<file path="src/fcd_pkg.sv">
// Package: command codes, modes and timing constants of the flash command decoder
package fcd_pkg;

  // ----------------------------------------
  // Command codes
  // ----------------------------------------
  localparam logic [7:0] FCD_CMD_READ_ARRAY   = 8'hFF;
  localparam logic [7:0] FCD_CMD_READ_ID      = 8'h90;
  localparam logic [7:0] FCD_CMD_READ_QUERY   = 8'h98;
  localparam logic [7:0] FCD_CMD_READ_STATUS  = 8'h70;
  localparam logic [7:0] FCD_CMD_CLEAR_STATUS = 8'h50;
  localparam logic [7:0] FCD_CMD_WORD_PGM     = 8'h40;
  localparam logic [7:0] FCD_CMD_WORD_PGM_ALT = 8'h10;
  localparam logic [7:0] FCD_CMD_BUF_PGM      = 8'hE8;
  localparam logic [7:0] FCD_CMD_CONFIRM      = 8'hD0;
  localparam logic [7:0] FCD_CMD_EFP_SETUP    = 8'h80;
  localparam logic [7:0] FCD_CMD_ERASE_SETUP  = 8'h20;
  localparam logic [7:0] FCD_CMD_SUSPEND      = 8'hB0;
  localparam logic [7:0] FCD_CMD_LOCK_SETUP   = 8'h60;
  localparam logic [7:0] FCD_CMD_LOCK_BLOCK   = 8'h01;
  localparam logic [7:0] FCD_CMD_LOCK_DOWN    = 8'h2F;
  localparam logic [7:0] FCD_CMD_CFG_CONFIRM  = 8'h03;
  localparam logic [7:0] FCD_CMD_PROT_PGM     = 8'hC0;

  // ----------------------------------------
  // Sizes, reset values, status bits
  // ----------------------------------------
  localparam int          FCD_BUF_WORDS     = 32;
  localparam logic [7:0]  FCD_STATUS_RESET  = 8'h80;
  localparam int          FCD_STAT_READY_BIT = 7;
  localparam int          FCD_STAT_SUSP_BIT  = 6;
  localparam int          FCD_STAT_ERASE_BIT = 5;
  localparam int          FCD_STAT_PGM_BIT   = 4;
  localparam int          FCD_CLK_MHZ       = 20;
  localparam int          FCD_OP_TIME_US    = 20;
  localparam int          FCD_OP_CYCLES     = FCD_OP_TIME_US * FCD_CLK_MHZ;
  localparam int          FCD_HOST_WE_CYC   = 2;

  // ----------------------------------------
  // Read modes and operation kinds
  // ----------------------------------------
  typedef enum logic [3:0] {
    FCD_RD_ARRAY  = 4'h1,
    FCD_RD_ID     = 4'h2,
    FCD_RD_QUERY  = 4'h4,
    FCD_RD_STATUS = 4'h8
  } fcd_read_mode_e;

  typedef enum logic [3:0] {
    FCD_OP_NONE    = 4'h0,
    FCD_OP_PROGRAM = 4'h1,
    FCD_OP_ERASE   = 4'h2,
    FCD_OP_LOCK    = 4'h3,
    FCD_OP_PROT    = 4'h4,
    FCD_OP_CONFIG  = 4'h5,
    FCD_OP_BUF     = 4'h6,
    FCD_OP_EFP     = 4'h7,
    FCD_OP_UNLOCK  = 4'h8,
    FCD_OP_LDOWN   = 4'h9
  } fcd_op_e;

endpackage : fcd_pkg

</file>
<file path="src/fcd_bus_if.sv">
// Interface: write side of the parallel flash bus between host and decoder
`timescale 1ns/1ns
interface fcd_bus_if;
  logic        we_n;      // Write strobe, address and data taken on its rising edge
  logic [23:0] addr;      // Word address
  logic [15:0] wdata;     // Host write data
  logic        rst_n;     // Hardware reset pin from host, active low

  modport device_mp (
    input we_n,
    input addr,
    input wdata,
    input rst_n
  );

  modport host_mp (
    output we_n,
    output addr,
    output wdata,
    output rst_n
  );
endinterface : fcd_bus_if

</file>
<file path="src/fcd_device.sv">
// Device end: command decoder and write state machine sequencing
`timescale 1ns/1ns
module fcd_device
  import fcd_pkg::*;
#(
  parameter int BUF_WORDS = FCD_BUF_WORDS,
  parameter int OP_CYCLES = FCD_OP_CYCLES
)
(
  input  wire logic        mclk_i,
  input  wire logic        arst_n_i,
  input  wire logic        efp_exit_i,   // Pulse: array side ends factory mode
  output logic [3:0]       read_mode_o,
  output logic [7:0]       status_o,
  output logic [3:0]       op_kind_o,
  output logic             op_start_o,   // Pulse with op_addr valid (op_data too for word and register program), except a config op, which loads config_o
  output logic [23:0]      op_addr_o,
  output logic [15:0]      op_data_o,
  output logic             buf_wr_o,     // Pulse per buffered word
  output logic [4:0]       buf_idx_o,
  output logic [15:0]      config_o,
  output logic             busy_o,
  output logic             suspended_o,
  output logic             aborted_o,
  fcd_bus_if.device_mp     bus
);
  // ----------------------------------------
  // Write strobe edge detect
  // ----------------------------------------
  logic we_d;
  always_ff @(posedge mclk_i or negedge arst_n_i)
  begin
    if (!arst_n_i)
      we_d <= 1'b1;
    else
      we_d <= bus.we_n;
  end
  wire       wr  = bus.we_n && !we_d && bus.rst_n;
  wire [7:0] cmd = bus.wdata[7:0];

  // ----------------------------------------
  // Decoder state
  // ----------------------------------------
  typedef enum logic [8:0] {
    S_IDLE    = 9'h001,
    S_WORD    = 9'h002,
    S_BCOUNT  = 9'h004,
    S_BDATA   = 9'h008,
    S_BCONF   = 9'h010,
    S_EFPCONF = 9'h020,
    S_EFPDATA = 9'h040,
    S_ERASE   = 9'h080,
    S_SECOND  = 9'h100
  } fcd_state_e;
  fcd_state_e state;
  logic [7:0] setup;          // Remembers first code for shared second cycle
  logic [4:0] left;           // Buffer words still to load, minus one
  logic [$clog2(OP_CYCLES+1)-1:0] timer;
  logic       running;
  // Array operation start decode
  wire go_word  = (state == S_WORD);
  wire go_buf   = (state == S_BCONF) && (cmd == FCD_CMD_CONFIRM);
  wire go_erase = (state == S_ERASE) && (cmd == FCD_CMD_CONFIRM);
  wire bad_ers  = (state == S_ERASE) && (cmd != FCD_CMD_CONFIRM);
  wire go_efp   = (state == S_EFPCONF) && (cmd == FCD_CMD_CONFIRM);
  wire resume   = (state == S_IDLE) && suspended_o && (cmd == FCD_CMD_CONFIRM);
  wire efp_end  = efp_exit_i && (state == S_EFPDATA);  // Factory mode has no timer, so this frees busy
  wire finish   = (running && !suspended_o && (timer == 1)) || efp_end;
  // ----------------------------------------
  // Command sequencing
  // ----------------------------------------
  always_ff @(posedge mclk_i or negedge arst_n_i)
  begin
    if (!arst_n_i)
    begin
      state       <= S_IDLE;
      setup       <= 8'h00;
      left        <= 5'h00;
      read_mode_o <= FCD_RD_ARRAY;
      status_o    <= FCD_STATUS_RESET;
      op_kind_o   <= FCD_OP_NONE;
      op_start_o  <= 1'b0;
      op_addr_o   <= 24'h000000;
      op_data_o   <= 16'h0000;
      buf_wr_o    <= 1'b0;
      buf_idx_o   <= 5'h00;
      config_o    <= 16'h0000;
      busy_o      <= 1'b0;
      running     <= 1'b0;
      timer       <= '0;
      suspended_o <= 1'b0;
      aborted_o   <= 1'b0;
    end
    else if (!bus.rst_n)
    begin
      // Pin reset: abort, back to array read
      aborted_o   <= aborted_o || running;
      running     <= 1'b0;
      busy_o      <= 1'b0;
      suspended_o <= 1'b0;
      state       <= S_IDLE;
      read_mode_o <= FCD_RD_ARRAY;
      status_o    <= FCD_STATUS_RESET;
      op_start_o  <= 1'b0;
      buf_wr_o    <= 1'b0;
    end
    else
    begin
      op_start_o <= 1'b0;
      buf_wr_o   <= 1'b0;
      // Internal timer needs no host cycles
      if (running && !suspended_o && timer != 0)
        timer <= timer - 1'b1;
      if (finish)
      begin
        running <= 1'b0;
        busy_o  <= 1'b0;
        status_o[FCD_STAT_READY_BIT] <= 1'b1;
      end
      if (efp_end)
        state <= S_IDLE;
      if (wr)
      begin
        unique case (state)
          S_IDLE:
          begin
            if (running && !suspended_o)
            begin
              // Busy: only status read and suspend heard
              if (cmd == FCD_CMD_READ_STATUS)
                read_mode_o <= FCD_RD_STATUS;
              else if (cmd == FCD_CMD_SUSPEND)
              begin
                suspended_o <= 1'b1;
                status_o[FCD_STAT_READY_BIT:FCD_STAT_SUSP_BIT] <= 2'b11;
                read_mode_o <= FCD_RD_STATUS;
              end
            end
            else if (resume)
            begin
              suspended_o <= 1'b0;
              status_o[FCD_STAT_READY_BIT:FCD_STAT_SUSP_BIT] <= 2'b00;
              read_mode_o <= FCD_RD_STATUS;
            end
            else
            begin
              setup <= cmd;
              unique case (cmd)
                FCD_CMD_READ_ARRAY:   read_mode_o <= FCD_RD_ARRAY;
                FCD_CMD_READ_ID:      read_mode_o <= FCD_RD_ID;
                FCD_CMD_READ_QUERY:   read_mode_o <= FCD_RD_QUERY;
                FCD_CMD_READ_STATUS:  read_mode_o <= FCD_RD_STATUS;
                FCD_CMD_CLEAR_STATUS: status_o[5:1] <= 5'h00;
                FCD_CMD_WORD_PGM,
                FCD_CMD_WORD_PGM_ALT: state <= S_WORD;
                FCD_CMD_BUF_PGM:      state <= S_BCOUNT;
                FCD_CMD_EFP_SETUP:    state <= S_EFPCONF;
                FCD_CMD_ERASE_SETUP:  state <= S_ERASE;
                FCD_CMD_LOCK_SETUP,
                FCD_CMD_PROT_PGM:     state <= S_SECOND;
                default:              state <= S_IDLE;
              endcase
            end
          end
          S_BCOUNT:
          begin
            left      <= bus.wdata[4:0];
            buf_idx_o <= 5'h1F;  // Wraps to zero on the first word
            state     <= S_BDATA;
          end
          S_BDATA:
          begin
            // Count is capped by the 5-bit field at the buffer size
            buf_wr_o  <= 1'b1;
            op_data_o <= bus.wdata;
            op_addr_o <= bus.addr;
            buf_idx_o <= buf_idx_o + 5'h01;
            if (left == 0)
              state <= S_BCONF;
            else
              left <= left - 5'h01;
          end
          S_EFPDATA:
          begin
            // Factory mode: stream data words, ignore everything else
            buf_wr_o  <= 1'b1;
            op_data_o <= bus.wdata;
          end
          S_SECOND:
          begin
            state <= S_IDLE;
            if (setup == FCD_CMD_PROT_PGM)
            begin
              // Protection or lock register word; address tells which
              op_kind_o  <= FCD_OP_PROT;
              op_start_o <= 1'b1;
              op_addr_o  <= bus.addr;
              op_data_o  <= bus.wdata;
              running    <= 1'b1;
              busy_o     <= 1'b1;
              timer      <= ($clog2(OP_CYCLES+1))'(OP_CYCLES);
              status_o[FCD_STAT_READY_BIT] <= 1'b0;
              read_mode_o <= FCD_RD_STATUS;
            end
            else if (cmd == FCD_CMD_CFG_CONFIRM)
            begin
              config_o   <= bus.addr[15:0];
              op_kind_o  <= FCD_OP_CONFIG;
              op_start_o <= 1'b1;
            end
            else if (cmd == FCD_CMD_LOCK_BLOCK || cmd == FCD_CMD_CONFIRM || cmd == FCD_CMD_LOCK_DOWN)
            begin
              op_kind_o  <= (cmd == FCD_CMD_LOCK_BLOCK) ? FCD_OP_LOCK :
                            (cmd == FCD_CMD_CONFIRM) ? FCD_OP_UNLOCK : FCD_OP_LDOWN;
              op_addr_o  <= bus.addr;
              op_start_o <= 1'b1;
            end
          end
          default:
          begin
            // Second cycle of word, erase or factory sequence, or confirm cycle of buffer sequence
            state <= S_IDLE;
            if (go_efp)
              state <= S_EFPDATA;
            if (bad_ers)
            begin
              status_o[FCD_STAT_ERASE_BIT:FCD_STAT_PGM_BIT] <= 2'b11;
              read_mode_o <= FCD_RD_STATUS;
            end
            if (go_word || go_buf || go_erase || go_efp)
            begin
              op_kind_o  <= go_word ? FCD_OP_PROGRAM : go_buf ? FCD_OP_BUF :
                            go_erase ? FCD_OP_ERASE : FCD_OP_EFP;
              op_start_o <= 1'b1;
              op_addr_o  <= bus.addr;
              op_data_o  <= go_word ? bus.wdata : op_data_o;
              running    <= !go_efp;
              busy_o     <= 1'b1;
              timer      <= ($clog2(OP_CYCLES+1))'(OP_CYCLES);
              status_o[FCD_STAT_READY_BIT] <= 1'b0;
              read_mode_o <= FCD_RD_STATUS;
            end
          end
        endcase
      end
    end
  end

endmodule : fcd_device

</file>
<file path="src/flat_wrapper.sv">
// flat-port wrapper written by rule: the top's interface ports become plain ports
module fcd_device_flat import fcd_pkg::*;
#(
  parameter int BUF_WORDS = FCD_BUF_WORDS,
  parameter int OP_CYCLES = FCD_OP_CYCLES
)
  (mclk_i, arst_n_i, efp_exit_i, read_mode_o, status_o, op_kind_o, op_start_o, op_addr_o, op_data_o, buf_wr_o, buf_idx_o, config_o, busy_o, suspended_o, aborted_o, bus_we_n, bus_addr, bus_wdata, bus_rst_n);
  fcd_bus_if bus_i ();
  input  wire logic mclk_i;
  input  wire logic arst_n_i;
  input  wire logic efp_exit_i;
  output logic [3:0] read_mode_o;
  output logic [7:0] status_o;
  output logic [3:0] op_kind_o;
  output logic op_start_o;
  output logic [23:0] op_addr_o;
  output logic [15:0] op_data_o;
  output logic buf_wr_o;
  output logic [4:0] buf_idx_o;
  output logic [15:0] config_o;
  output logic busy_o;
  output logic suspended_o;
  output logic aborted_o;
  input wire logic [$bits(bus_i.we_n)-1:0] bus_we_n;
  input wire logic [$bits(bus_i.addr)-1:0] bus_addr;
  input wire logic [$bits(bus_i.wdata)-1:0] bus_wdata;
  input wire logic [$bits(bus_i.rst_n)-1:0] bus_rst_n;
  assign bus_i.we_n = bus_we_n;
  assign bus_i.addr = bus_addr;
  assign bus_i.wdata = bus_wdata;
  assign bus_i.rst_n = bus_rst_n;
  fcd_device #(.BUF_WORDS(BUF_WORDS), .OP_CYCLES(OP_CYCLES)) u_core (.mclk_i(mclk_i), .arst_n_i(arst_n_i), .efp_exit_i(efp_exit_i), .read_mode_o(read_mode_o), .status_o(status_o), .op_kind_o(op_kind_o), .op_start_o(op_start_o), .op_addr_o(op_addr_o), .op_data_o(op_data_o), .buf_wr_o(buf_wr_o), .buf_idx_o(buf_idx_o), .config_o(config_o), .busy_o(busy_o), .suspended_o(suspended_o), .aborted_o(aborted_o), .bus(bus_i));
endmodule
</file>
<file path="config.mk">
export PLATFORM = sky130hd
export DESIGN_NAME = fcd_device_flat
export DESIGN_NICKNAME = d
export VERILOG_FILES = /design/src/fcd_pkg.sv /design/src/fcd_bus_if.sv /design/src/fcd_device.sv /design/src/flat_wrapper.sv
export SDC_FILE = /design/constraint.sdc
export NUM_CORES = 1
export LEC_CHECK = 0
export BUFFER_PORTS_ARGS = -buffer_cell sky130_fd_sc_hd__buf_2
export CAP_MARGIN = 40
export CORE_MARGIN = 3
export CORE_UTILIZATION = 50
export CTS_CLUSTER_SIZE = 16
export DETAILED_ROUTE_END_ITERATION = 6
export PLACE_DENSITY = 0.83
export SYNTH_ARGS = -nofsm -noshare
export SYNTH_HDL_FRONTEND = slang
export SYNTH_SLANG_ARGS = --single-unit
</file>
<file path="constraint.sdc">
create_clock -name mclk_i -period 4 [get_ports mclk_i]
set_clock_uncertainty 0.15 [all_clocks]
set_input_delay 0.2 -clock mclk_i [delete_from_list [all_inputs] [get_ports mclk_i]]
set_output_delay 0.2 -clock mclk_i [all_outputs]
set_load 0.05 [all_outputs]
</file>
== Word level (Yosys, flattened, before mapping) ==
Index checks and enable logic that the tools add are counted.

* $add $sub $neg: 3
* Eq/ne operators: 52
* Mux-type cells: 93
* Bitwise logic cells: 6
* Reduce and logical (&&, ||, !) cells: 49

{| class="wikitable"
|+ Operators with widths
! operator !! number
|-
| $mux W24 || 4
|-
| $mux W9 || 10
|-
| $eq A8 B8 Y1 const B || 9
|-
| $pmux W24 S3 || 1
|-
| $mux W4 || 16
|-
| $pmux W9 S6 || 1
|-
| $mux W16 || 3
|-
| $pmux W16 S3 || 1
|-
| $pmux W9 S5 || 1
|-
| $eq A8 B7 Y1 const B || 4
|-
| $mux W1 || 31
|-
| $reduce_and A5 Y1 || 5
|-
| $reduce_and A6 Y1 || 4
|-
| $mux W7 || 3
|-
| $mux W5 || 4
|-
| $pmux W5 S2 || 2
|-
| $eq A9 B1 Y1 const B || 2
|-
| $pmux W9 S2 || 1
|-
| $eq A8 B6 Y1 const B || 2
|-
| $pmux W4 S4 || 1
|-
| $ne A3 B3 Y1 const B || 5
|-
| $logic_and A1 B1 Y1 || 12
|-
| $pmux W4 S3 || 1
|-
| $mux W2 || 5
|-
| other kinds (41) || 75
|}

* Flip-flop bits (word level): 114
* Input port bits: 45
* Word-level logic and storage cells: 224

== Logic depth before layout (Yosys ltp) ==
Gate-level depths: netlist of the first run.

* Depth after elaboration: 11
* Depth in mapped cells: 10
* Gate-level depth less buffers: 8

== Worst setup path after synthesis of the first run ==
Ideal clock, no wire load.

* Path kind: register to register
* From: reg u_core.state[0]
* To: reg u_core.op_addr_o[10]
* Library setup time: 0.127 ns
* Arrival time: 2.559 ns
* Data required time: 3.723 ns
* Setup slack: 1.164 ns
* Cell stages (with the launch flop): 9
* Path buffers: 2
* Period minus slack after synthesis: 2.836 ns
* Cell sequence: dfstp_2 > clkbuf_1 > nor4_1 > nand3_2 > o41ai_4 > nor2_1 > nor4_4 > buf_6 > mux2_1

* Cells in the longest elaborated chain, start to end: 7
* Elaborated cells between the ends (all ways): 22
* Those cells by class: eq/ne (11); mux (1); bitwise (1); reduce/logical (9)

{| class="wikitable"
|+ Ends and longest elaborated chain
! element !! RTL line !! source
|-
| start: declaration || fcd_device.sv:55 || <nowiki>fcd_state_e state;</nowiki>
|-
| start signal: assignment || fcd_device.sv:76 || <nowiki>state <= S_IDLE;</nowiki>
|-
| start signal: assignment || fcd_device.sv:101 || <nowiki>state <= S_IDLE;</nowiki>
|-
| start signal: assignment || fcd_device.sv:121 || <nowiki>state <= S_IDLE;</nowiki>
|-
| $eq A9 B5 Y1 || fcd_device.sv:62 || <nowiki>wire go_buf = (state == S_BCONF) && (cmd == FCD_CMD_CONFIRM);</nowiki>
|-
| $logic_and A1 B1 Y1 || fcd_device.sv:62 ||
|-
| $logic_or A1 B1 Y1 (3 in series) || fcd_device.sv:230 || <nowiki>if (go_word || go_buf || go_erase || go_efp)</nowiki>
|-
| $reduce_bool A3 Y1 (no source line) || n/a ||
|-
| $reduce_and A6 Y1 (no source line) || n/a ||
|-
| end signal: assignment || fcd_device.sv:197 || <nowiki>op_addr_o <= bus.addr;</nowiki>
|-
| end signal: assignment || fcd_device.sv:215 || <nowiki>op_addr_o <= bus.addr;</nowiki>
|-
| end signal: assignment || fcd_device.sv:235 || <nowiki>op_addr_o <= bus.addr;</nowiki>
|-
| end: declaration || fcd_device.sv:17 || <nowiki>output logic [23:0] op_addr_o,</nowiki>
|}

Several ways; a longest one is shown, not always the timed one.
A chain may end at the register's enable or synchronous reset.

== Worst setup path after layout of the first run ==
* From: reg u_core.state[1]
* To: reg u_core.op_addr_o[2]

The elaborated chain is that of the path after synthesis.

==> impl_metrics.json, run 1 <==
{
  "status": "finished clean",
  "path_max_fanout": 24,
  "drive_gt1_frac": 0.3101,
  "power_w": 0.001957,
  "place_congestion": 0.9029,
  "tightest_slew_ps": 782.4,
  "final_hold_viol_count": 0,
  "synth_area_um2": 5503,
  "critPathCaptureType": "flop",
  "final_area_um2": 6704,
  "busiest_layer": "met2",
  "worstPathRequired_ps": 4120,
  "r2r.worst_path.cells": 7,
  "rows": 37,
  "cts_tree": "done",
  "yosys_register_bits": 110,
  "fp.dieH_um": 110.9,
  "cts.sinks": 110,
  "cts_root_buffer": "clkbuf_8",
  "synth_cell_types": 62,
  "drt-initial-drc-count": 420,
  "dieWidth_um": 110.9,
  "r2r-end": "u_core.op_addr_o[2]$_DFFE_PN0P_",
  "worst_slack_ps": 828.1,
  "hold_buffers": 36,
  "yosys.area.top_type": "dfrtp_1",
  "crit_arrival_ps": 3290,
  "dieArea_um2": 12300,
  "htreeDepth": 3,
  "start_util": 0.5236,
  "slew_headroom": 0.4784,
  "final_max_slew_viol_count": 0,
  "ff2ff_setup_slack_ps": 830,
  "synth_area_per_cell_um2": 10.66,
  "startpoint_type": "flop",
  "fin_util": 0.6379,
  "async_flop_share": 1.000,
  "reg2reg_from": "u_core.state[1]$_DFF_PN0_",
  "min_to": "u_core.status_o[7]$_DFF_PN1_",
  "holdPathStages": 2,
  "grt_overflow": 0,
  "syn_inst": 516,
  "io_buffers": 122,
  "yosysSeqAreaShare": 0.5011,
  "synth_area_leaders": "dfrtp_1, mux2_2, mux2_1",
  "crit_chain": "nor4_1 > nand3_2 > o41ai_4 > nor2_1 > nor4_4 > buf_4 > mux2_2",
  "yosys_warnings": 0,
  "cts_buffers": 9,
  "p_leak_nw": 3.428,
  "vias": 4712,
  "hp-class": "input port to flop",
  "synth_edf_count": 0,
  "dp_slack_ps": 877.8,
  "grt_use_total": 0.2549,
  "grt_pass1_wl_um": 25430,
  "clock_latency_ps": 380,
  "viasPerCell": 5.912,
  "ant_nets": 0,
  "grt_pass1_vias": 4757,
  "ctsResizeCount": 0,
  "use_met1": 0.3249,
  "antenna_found_initial": 0,
  "avgRoutedWirePerCell_um": 19.32,
  "finalCritPeriodShare": 0.7930,
  "core_um2": 10510,
  "syn_to_final_growth_pct": 21.83,
  "ys.flop_type": "dfrtp_1",
  "min_period_ps": 3172,
  "gr-usage-met3": 0.07260,
  "slowest_stage": "o41ai_4",
  "ir_drop_mv": 0.2975,
  "met2_usage": 0.4195,
  "yosys.area.top_type_share": 0.4820,
  "grt_setup_unrepaired": "no",
  "critPathKind": "flop to flop",
  "max_stage_delay_ps": 560,
  "power_density_nw_per_um2": 291.9,
  "n_antenna_cell": 0,
  "hp-start": "bus_rst_n",
  "ios": 127,
  "clock_path_buffers": 2,
  "setup_viol": 0,
  "dr.pass1.iters": 6,
  "tns_ps": 0,
  "grt_max_degree": 67,
  "fin_nets": 707,
  "clkSlewWorstSetupHoldPaths_ps": 110,
  "postRouteWirelength_um": 15400,
  "fmax_mhz": 315.3,
  "cap_violations": 0,
  "dp_hpwl_um": 10230,
  "placement.cell_area_um2": 6157,
  "cts_setup_buffers": 0,
  "drc": 0
}
## routing by layer
metal / part of all wire / up-vias
li1: - / 2142
met1: 0.40 / 2270
met2: 0.49 / 261
met3: 0.087 / 39
met4: 0.025 / 0
met5: 0 / -
## kinds of logic after synthesis
logic type / after synthesis / share of synthesized area
buf+inv: 51 / 0.04184
simple gates: 174 / 0.1689
fa+ha+maj: 6 / 0.01364
flops: 110 / 0.5011
mux: 67 / 0.1371
other cells: 1 / 0.0006815
compound gates: 91 / 0.1112
xor+xnor: 16 / 0.02547
## worst max path at each step
| stage | startpoint | endpoint | cells after the start |
|---|---|---|---|
| final | u_core.state[1]$_DFF_PN0_ | u_core.op_addr_o[2]$_DFFE_PN0P_ | 7 |
| after CTS | u_core.state[1]$_DFF_PN0_ | u_core.op_addr_o[2]$_DFFE_PN0P_ | 7 |
| after floorplan | u_core.state[0]$_DFF_PN1_ | u_core.op_addr_o[10]$_DFFE_PN0P_ | 8 |
| after detailed placement | bus_wdata[3] | u_core.op_addr_o[2]$_DFFE_PN0P_ | 8 |
| after global placement | u_core.state[8]$_DFF_PN0_ | u_core.read_mode_o[2]$_DFFE_PN0P_ | 6 |
| after global routing | u_core.state[1]$_DFF_PN0_ | u_core.op_addr_o[19]$_DFFE_PN0P_ | 7 |
## worst max-delay path: cells and delay by family (launching register included)
family                 cells  cell delay (ps)
AND/OR/NAND/NOR            4             1080
AO/OA/AOI/OAI              1              560
flip-flops                 1              480
multiplexers               1              390
buffers and inverters      1              370
## synth_stat cells (5+ instances only)
cell / n
ha_1: 6
nor3_1: 14
xor2_1: 11
inv_1: 13
clkbuf_1: 25
o21ai_0: 32
nand2_1: 43
nand4_1: 8
dfrtp_1: 106
or4_1: 5
nand2b_1: 8
nand3_1: 13
nor2_1: 38
o31ai_1: 5
xnor2_1: 5
nor2b_1: 8
a31oi_1: 10
a21oi_1: 11
nor4_1: 15
mux2_1: 20
mux2_2: 47
buf_4: 5
a21o_1: 5
## cells in the final DEF, fill, tap and decap left out, types with 6 or more instances in the layout
cell type	instances
a21oi_1	11
a31oi_1	10
buf_2	121
buf_4	6
clkbuf_8	9
dfrtp_1	106
dlygate4sd3_1	36
ha_1	6
inv_1	13
mux2_1	20
mux2_2	47
nand2_1	43
nand2b_1	8
nand3_1	13
nand4_1	8
nor2_1	38
nor2b_1	8
nor3_1	14
nor4_1	15
o21ai_0	32
xor2_1	11
## where the power goes
part	switching (W)	leakage (nW)	internal, W
registers	0.0000111	1.50	0.00113
logic	0.0000996	1.83	0.0000673
clock network	0.000406	0.0984	0.000242
## final cells by class
class	instances	area [um^2]
repair buffers	163	1011
clock inverters	7	62.56
flip-flops and latches	110	2758
multi-input cells	358	2526
fillers	796	3805
inverters	14	52.55
clock buffers	9	123.9
well taps	136	170.2
## flip-flops by register name (all words and copies together), names as in the netlist
register and count:
u_core.left 5, u_core.read_mode_o 4, u_core.op_addr_o 24, u_core.we_d 1, u_core.config_o 16, u_core.buf_wr_o 1, u_core.suspended_o 1, u_core.op_start_o 1
u_core.buf_idx_o 5, u_core.state 9, u_core.op_data_o 16, u_core.running 1, u_core.op_kind_o 4, u_core.timer 9, u_core.status_o 3, u_core.setup 8
u_core.aborted_o 1, u_core.busy_o 1
## through the flow
stage / std cells / hold slack, ps
final: 797 / 37.53
after global routing: 797 / 30.87
after CTS: 797 / 13.87
after detailed placement: 745 / -120.3
after global placement: 745 / -122.4
after floorplan: 519 / -245.6
(Power assumes the default switching activity.)
==> inputs of run 2 (changes only) <==
--- a/config.mk
+++ b/config.mk
@@ -5,6 +5,7 @@
 export SDC_FILE = /design/constraint.sdc
 export NUM_CORES = 1
 export LEC_CHECK = 0
+export ABC_AREA = 1
 export BUFFER_PORTS_ARGS = -buffer_cell sky130_fd_sc_hd__buf_2
 export CAP_MARGIN = 40
 export CORE_MARGIN = 3
==> constraint.sdc (replaced) <==
create_clock -name mclk_i -period 3 [get_ports mclk_i]
set_clock_uncertainty 0.15 [all_clocks]
set_input_delay 0.15 -clock mclk_i [delete_from_list [all_inputs] [get_ports mclk_i]]
set_output_delay 0.15 -clock mclk_i [all_outputs]
set_load 0.05 [all_outputs]
==> run 2 against run 1 <==
Effect of this change: the flow now finishes with violations (design-rule violations); non-clock buffer count grew 6; design area grew 3.8%; clock-buffer cell count is the same; global-route usage shrank 0.67 points; critical path depth grew 5; synthesized cell count grew 39%; first-iteration DRC count shrank 22%; largest cell class unchanged; largest power group unchanged; highest routed layer unchanged.
==> impl_metrics.json, run 2 <==
{
  "status": "finished, violations left",
  "failed_checks": "design-rule violations",
  "busiest_layer": "met2",
  "viasPerCell": 5.214,
  "syn_to_final_growth_pct": 23.81,
  "post_synth_and_or_nand_nor_area_fraction": 0.2791,
  "nFillCells": 908,
  "min_period_ps": 2401,
  "antenna_found_initial": 0,
  "synth-compound-area-share": 0.1125,
  "path_max_fanout": 32,
  "avgRoutedWirePerCell_um": 14.60,
  "dp_hpwl_um": 10190,
  "ff2ff_setup_slack_ps": 640,
  "drc": 2,
  "tightest_slew_ps": 701.7,
  "grt_setup_unrepaired": "no",
  "layout_commonest_cell": "nand2_1",
  "final_cell_mix": "nand2_1, buf_2, dfrtp_1",
  "async_flop_share": 1.000,
  "slowest_stage": "dlygate4sd3_1",
  "hold_slack_ps": 3.500,
  "ant_nets": 0,
  "yosys.area.top_type": "dfrtp_1",
  "final_max_slew_viol_count": 0,
  "clock_latency_ps": 380,
  "cts_tree": "done",
  "setup_viol": 0,
  "synth_area_per_cell_um2": 7.846,
  "path_delay_family": "buffers and inverters",
  "min_to": "u_core.setup[7]$_DFFE_PN0P_",
  "crit_chain": "dlygate4sd3_1 > buf_2 > inv_1 > nor2_2 > nand2_1 > inv_2 > nand2_1 > nor2_1 > o31ai_4 > buf_4 > nand2_1 > o21ai_1",
  "tns_ps": 0,
  "grt_overflow": 0,
  "dp_cells": 965,
  "cts_root_buffer": "clkbuf_8",
  "clock_path_buffers": 2,
  "yosys_register_bits": 110,
  "postRouteWirelength_um": 14930,
  "n_antenna_cell": 0,
  "clkSlewWorstSetupHoldPaths_ps": 110,
  "fp.dieH_um": 112,
  "grt_max_degree": 57,
  "yosys.area.top_type_share": 0.4722,
  "r2r-end": "u_core.op_data_o[14]$_DFFE_PN0P_",
  "vias": 5334,
  "critPathKind": "input port to flop",
  "htreeDepth": 3,
  "synth_cell_types": 39,
  "dp_slack_ps": 690.3,
  "synth_area_um2": 5618,
  "start_util": 0.5160,
  "dieArea_um2": 12540,
  "holdPathStages": 3,
  "final_hold_viol_count": 0,
  "startpoint_type": "input port",
  "worstPathRequired_ps": 3120,
  "yosysMostFrequentCell": "nand2_1",
  "yosys_warnings": 0,
  "crit_arrival_ps": 2520,
  "path_common_cell": "nand2_1",
  "cp_num_buf_inv": 5,
  "synth_edf_count": 0,
  "placement.cell_area_um2": 6332,
  "grt_pass1_vias": 5412,
  "top_register": "u_core.op_addr_o",
  "power_density_nw_per_um2": 420.5,
  "synth_top_family_by_area": "simple AND/OR/NAND/NOR gates",
  "fmax_mhz": 416.5,
  "finalCritPeriodShare": 0.8002,
  "io_buffers": 122,
  "fin_nets": 929,
  "synth.mux.area_fraction": 0,
  "synth_area_leaders": "dfrtp_1, nand2_1, inv_1",
  "r2r.worst_path.cells": 9,
  "critPathCaptureType": "flop",
  "rows": 38,
  "worst_slack_ps": 599.3,
  "cts.sinks": 110,
  "hp-start": "bus_wdata[7]",
  "final_area_um2": 6955,
  "ctsResizeCount": 0,
  "dieWidth_um": 112,
  "reg_top3": "u_core.op_addr_o x24, u_core.config_o x16, u_core.op_data_o x16",
  "cts_buffers": 9,
  "hp-class": "input port to flop",
  "grt_pass1_wl_um": 25540,
  "p_leak_nw": 3.838,
  "syn_inst": 716,
  "ios": 127,
  "drt-initial-drc-count": 329,
  "synth_common_cells": "nand2_1, dfrtp_1, inv_1",
  "grt_use_total": 0.2482,
  "reg2reg_from": "u_core.we_d$_DFF_PN1_",
  "slew_headroom": 0.5322,
  "yosysSeqAreaShare": 0.4909,
  "synth_xor_area_frac": 0.01247,
  "use_met1": 0.3148,
  "max_stage_delay_ps": 510,
  "synth_fa_ha_area_frac": 0.01336,
  "met2_usage": 0.4133,
  "place_congestion": 1.018,
  "cap_violations": 0,
  "ys.flop_type": "dfrtp_1",
  "fin_cells": 1023,
  "cts_setup_buffers": 0,
  "largest_reg_flops": 24,
  "ir_drop_mv": 0.2336,
  "drive_gt1_frac": 0.2174,
  "gr-usage-met3": 0.06739,
  "dr.pass1.iters": 7,
  "core_um2": 10890
}
-- run 2: changes by cell type in the layout (fill, tap and decap cells not counted), sizes merged, moves of 12 or more --
cell	previous run	this run
o21ai	32	99
nand2	43	206
mux2	67	0
nand3	14	47
inv	18	99
nor3	16	4
nor2	38	83
nor4	17	1
-- run 2: through the flow --
stage	power (W)	utilization
after detailed placement	0.002001	0.5816
after global placement	0.001993	0.5816
after CTS	0.002937	0.6388
after global routing	0.003061	0.6388
after floorplan	0.001868	-
final	0.002924	0.6388
-- run 2: routing by layer --
layer	share of wire	vias to the layer above
met5	0	-
met4	0.027	0
met3	0.081	42
met2	0.48	226
met1	0.41	2474
li1	-	2592
-- run 2: power breakdown --
group	internal (W)	switching [W]	total [W]
Combinational	0.000143	0.000295	0.000438
Sequential	0.00155	0.0000377	0.00158
Clock	0.000330	0.000572	0.000902
Total	0.00202	0.000905	0.00292
-- run 2: worst max-delay path by stage --
stage,slack [ps],depth (start not counted),startpoint,endpoint
finish,600,12,bus_we_n,u_core.op_data_o[14]$_DFFE_PN0P_
global route,450,11,bus_we_n,u_core.timer[5]$_DFFE_PN0P_
detailed placement,690,9,u_core.we_d$_DFF_PN1_,u_core.op_data_o[14]$_DFFE_PN0P_
CTS,650,12,bus_we_n,u_core.op_data_o[14]$_DFFE_PN0P_
global placement,700,9,u_core.we_d$_DFF_PN1_,u_core.op_data_o[0]$_DFFE_PN0P_
floorplan,910,10,u_core.suspended_o$_DFFE_PN0P_,u_core.setup[2]$_DFFE_PN0P_
-- run 2: logic make-up after synthesis --
logic type,Yosys count
compound gates,117
flops,110
fa+ha+maj,6
xor+xnor,8
buf+inv,119
other cells,1
simple gates,355
-- run 2: final cells by class --
cell class | instances | area [um^2] | share of cell area
Sequential cell | 110 | 2758 | 0.3965
Multi-Input combinational cell | 490 | 2369 | 0.3405
Timing Repair Buffer | 169 | 1084 | 0.1558
Inverter | 98 | 367.9 | 0.05289
Tap cell | 140 | 175.2 | 0.02518
Clock buffer | 9 | 123.9 | 0.01781
Clock inverter | 7 | 78.83 | 0.01133
-- run 2: timing repair --
| action | in CTS | in global routing |
|---|---|---|
| hold endpoints to repair | 115 | 0 |
| endpoints found under the setup margin | 0 | 0 |
| hold buffers | 42 | 0 |
-- run 2: worst reg2reg max path, cell delays in order (launching register included) --
cell and delay [ps]:
dfstp_2 380, nor2_2 190, nand2_1 330, inv_2 330, nand2_1 150, nor2_1 200
o31ai_4 110, buf_4 240, nand2_1 100, o21ai_1 60
==> inputs of run 3 (changes only) <==
--- a/config.mk
+++ b/config.mk
@@ -5,14 +5,14 @@
 export SDC_FILE = /design/constraint.sdc
 export NUM_CORES = 1
 export LEC_CHECK = 0
-export ABC_AREA = 1
+export ABC_AREA = 0
 export BUFFER_PORTS_ARGS = -buffer_cell sky130_fd_sc_hd__buf_2
 export CAP_MARGIN = 40
 export CORE_MARGIN = 3
-export CORE_UTILIZATION = 50
+export CORE_UTILIZATION = 49
 export CTS_CLUSTER_SIZE = 16
 export DETAILED_ROUTE_END_ITERATION = 6
-export PLACE_DENSITY = 0.83
+export PLACE_DENSITY = 0.85
 export SYNTH_ARGS = -nofsm -noshare
 export SYNTH_HDL_FRONTEND = slang
 export SYNTH_SLANG_ARGS = --single-unit
==> constraint.sdc (replaced) <==
create_clock -name mclk_i -period 2.15 [get_ports mclk_i]
set_clock_uncertainty 0.15 [all_clocks]
set_input_delay 0.1075 -clock mclk_i [delete_from_list [all_inputs] [get_ports mclk_i]]
set_output_delay 0.1075 -clock mclk_i [all_outputs]
set_load 0.05 [all_outputs]
==> run 3 against run 2 <==
Effect of this change: the run ends with negative setup slack left; first-iteration DRC count up 120%; sequential share of layout area is 7.9 points lower; core utilization is 16 points higher; largest cell class is now multi-input combinational cells.
==> impl_metrics.json, run 3 (synthesis gave the netlist of run 1 again) <==
{
  "viasPerCell": 6.073,
  "power_w": 0.003842,
  "startpoint_type": "flop",
  "ant_nets": 0,
  "hp-class": "input port to flop",
  "tightest_slew_ps": 868.3,
  "cts.sinks": 110,
  "htreeDepth": 3,
  "clkSlewWorstSetupHoldPaths_ps": 100,
  "grt_pass1_vias": 5622,
  "dr.pass1.iters": 5,
  "dp_slack_ps": -379.0,
  "p_leak_nw": 4.324,
  "cap_violations": 0,
  "wl_met1_um": 7706,
  "path_max_fanout": 7,
  "final_area_um2": 8700,
  "nFillCells": 595,
  "dr.max_layer_used": "met4",
  "clock_latency_ps": 410,
  "grt_overflow": 0,
  "grt_setup_unrepaired": "yes",
  "avgRoutedWirePerCell_um": 22.75,
  "fp.dieH_um": 112.0,
  "final_cell_mix": "buf_2, buf_4, dfrtp_1",
  "drt-initial-drc-count": 715,
  "dp_hpwl_um": 12490,
  "ir_drop_mv": 0.6435,
  "layout_commonest_cell": "buf_2",
  "failed_checks": "negative setup slack",
  "io_buffers": 122,
  "route.met3.wl_um": 1659,
  "reg_top3": "u_core.op_addr_o x24, u_core.config_o x16, u_core.op_data_o x16",
  "status": "finished, violations left",
  "start_util": 0.5054,
  "dieWidth_um": 112.0,
  "route.met2.wl_um": 10890,
  "critPathKind": "flop to flop",
  "top_register": "u_core.op_addr_o",
  "place_congestion": 0.9598,
  "power_density_nw_per_um2": 441.6,
  "ios": 127,
  "largest_reg_flops": 24,
  "placement.cell_area_um2": 7256,
  "worst_slack_ps": -383.0,
  "syn_to_final_growth_pct": 58.09,
  "setup_viol": 102,
  "grt_max_degree": 52,
  "dieArea_um2": 12540,
  "final_hold_viol_count": 0,
  "final_max_slew_viol_count": 0,
  "n_antenna_cell": 0,
  "slew_headroom": 0.4136,
  "fmax_mhz": 394.8,
  "vias": 5727,
  "crit_arrival_ps": 2670,
  "cts_tree": "done",
  "cts_buffers": 9,
  "worstPathRequired_ps": 2290,
  "hold_slack_ps": 11.27,
  "fin_nets": 849,
  "grt_pass1_wl_um": 29460,
  "cts_root_buffer": "clkbuf_8",
  "finalCritPeriodShare": 1.178,
  "postRouteWirelength_um": 21450,
  "seq_area_um2": 2763,
  "drc": 0,
  "min_period_ps": 2533,
  "antenna_found_initial": 0,
  "critPathCaptureType": "flop",
  "core_um2": 10890,
  "drive_gt1_frac": 0.5504,
  "rows": 38,
  "multiInputGateArea_um2": 3183,
  "ff2ff_setup_slack_ps": -380,
  "clock_path_buffers": 2,
  "grt_use_total": 0.2950
}
-- run 3: changes by cell type in the layout (fill, tap and decap cells not counted), sizes merged, moves of 8 or more --
cell    before  now
nand2      206   43
buf        127  263
inv         99   17
mux2         0   67
o21ai       99   32
nor2        83   38
nand3       47   14
nor4         1   17
nor3         4   16
a31oi        2   10
nand2b       0    8
nor2b        0    8
-- run 3: layout make-up --
type                       instances  area share
clock buffer                      11     0.01740
tap                              140     0.02014
inverter                          14    0.006041
clock inverter                     5    0.005465
multi-input combinational        358      0.3659
sequential                       110      0.3176
timing repair buffer             305      0.2675
-- run 3: final timing paths --
check / end / cells after the start / startpoint
setup / recovery: u_core.read_mode_o[1]$_DFFE_PN0P_ / 8 / u_core.state[5]$_DFF_PN0_
hold / removal: u_core.state[8]$_DFF_PN0_ / 4 / bus_wdata[4]
setup reg to reg: u_core.read_mode_o[1]$_DFFE_PN0P_ / 8 / u_core.state[5]$_DFF_PN0_
hold reg to reg: u_core.aborted_o$_DFFE_PN0N_ / 1 / u_core.aborted_o$_DFFE_PN0N_
max in group asynchronous: u_core.read_mode_o[0]$_DFFE_PN1P_ / 3 / arst_n_i
min in group asynchronous: u_core.timer[0]$_DFFE_PN0P_ / 2 / arst_n_i
-- run 3: power breakdown --
group          leakage (nW)  switching, W  internal (W)  total, W
clock                 0.100      0.000796      0.000511   0.00131
combinational          2.73      0.000220      0.000188  0.000409
sequential             1.49     0.0000233       0.00210   0.00213
-- run 3: through the flow --
stage | utilization | TNS [ps] | instances
2_1_floorplan | - | -17910 | 519
3_3_place_gp | 0.6664 | -18200 | 858
3_5_place_dp | 0.6664 | -20590 | 858
4_1_cts | 0.7472 | -13330 | 924
5_1_grt | 0.7990 | -33430 | 943
6_report | 0.7990 | -25040 | 943
-- run 3: what timing repair did --
action	4_1_cts	5_1_grt
gates resized for setup	50	99
setup buffers	10	22
hold endpoints to repair	105	0
gates cloned	1	3
pin swaps	19	38
hold buffers	39	0
endpoints found under the setup margin	96	104
-- run 3: critical path: stages (launching register included) --
cell and delay [ps]:
dfrtp_1 420, buf_6 160, xor2_1 160, o21ai_1 370, o41ai_4 160, buf_6 170
o32ai_4 310, a21o_1 190, mux2_2 340
-- run 3: routing by layer --
layer	GRT usage	vias up
met3	0.05326	111
met2	0.5076	353
li1	-	2435
met5	0	-
met1	0.3689	2828
met4	0.1186	0
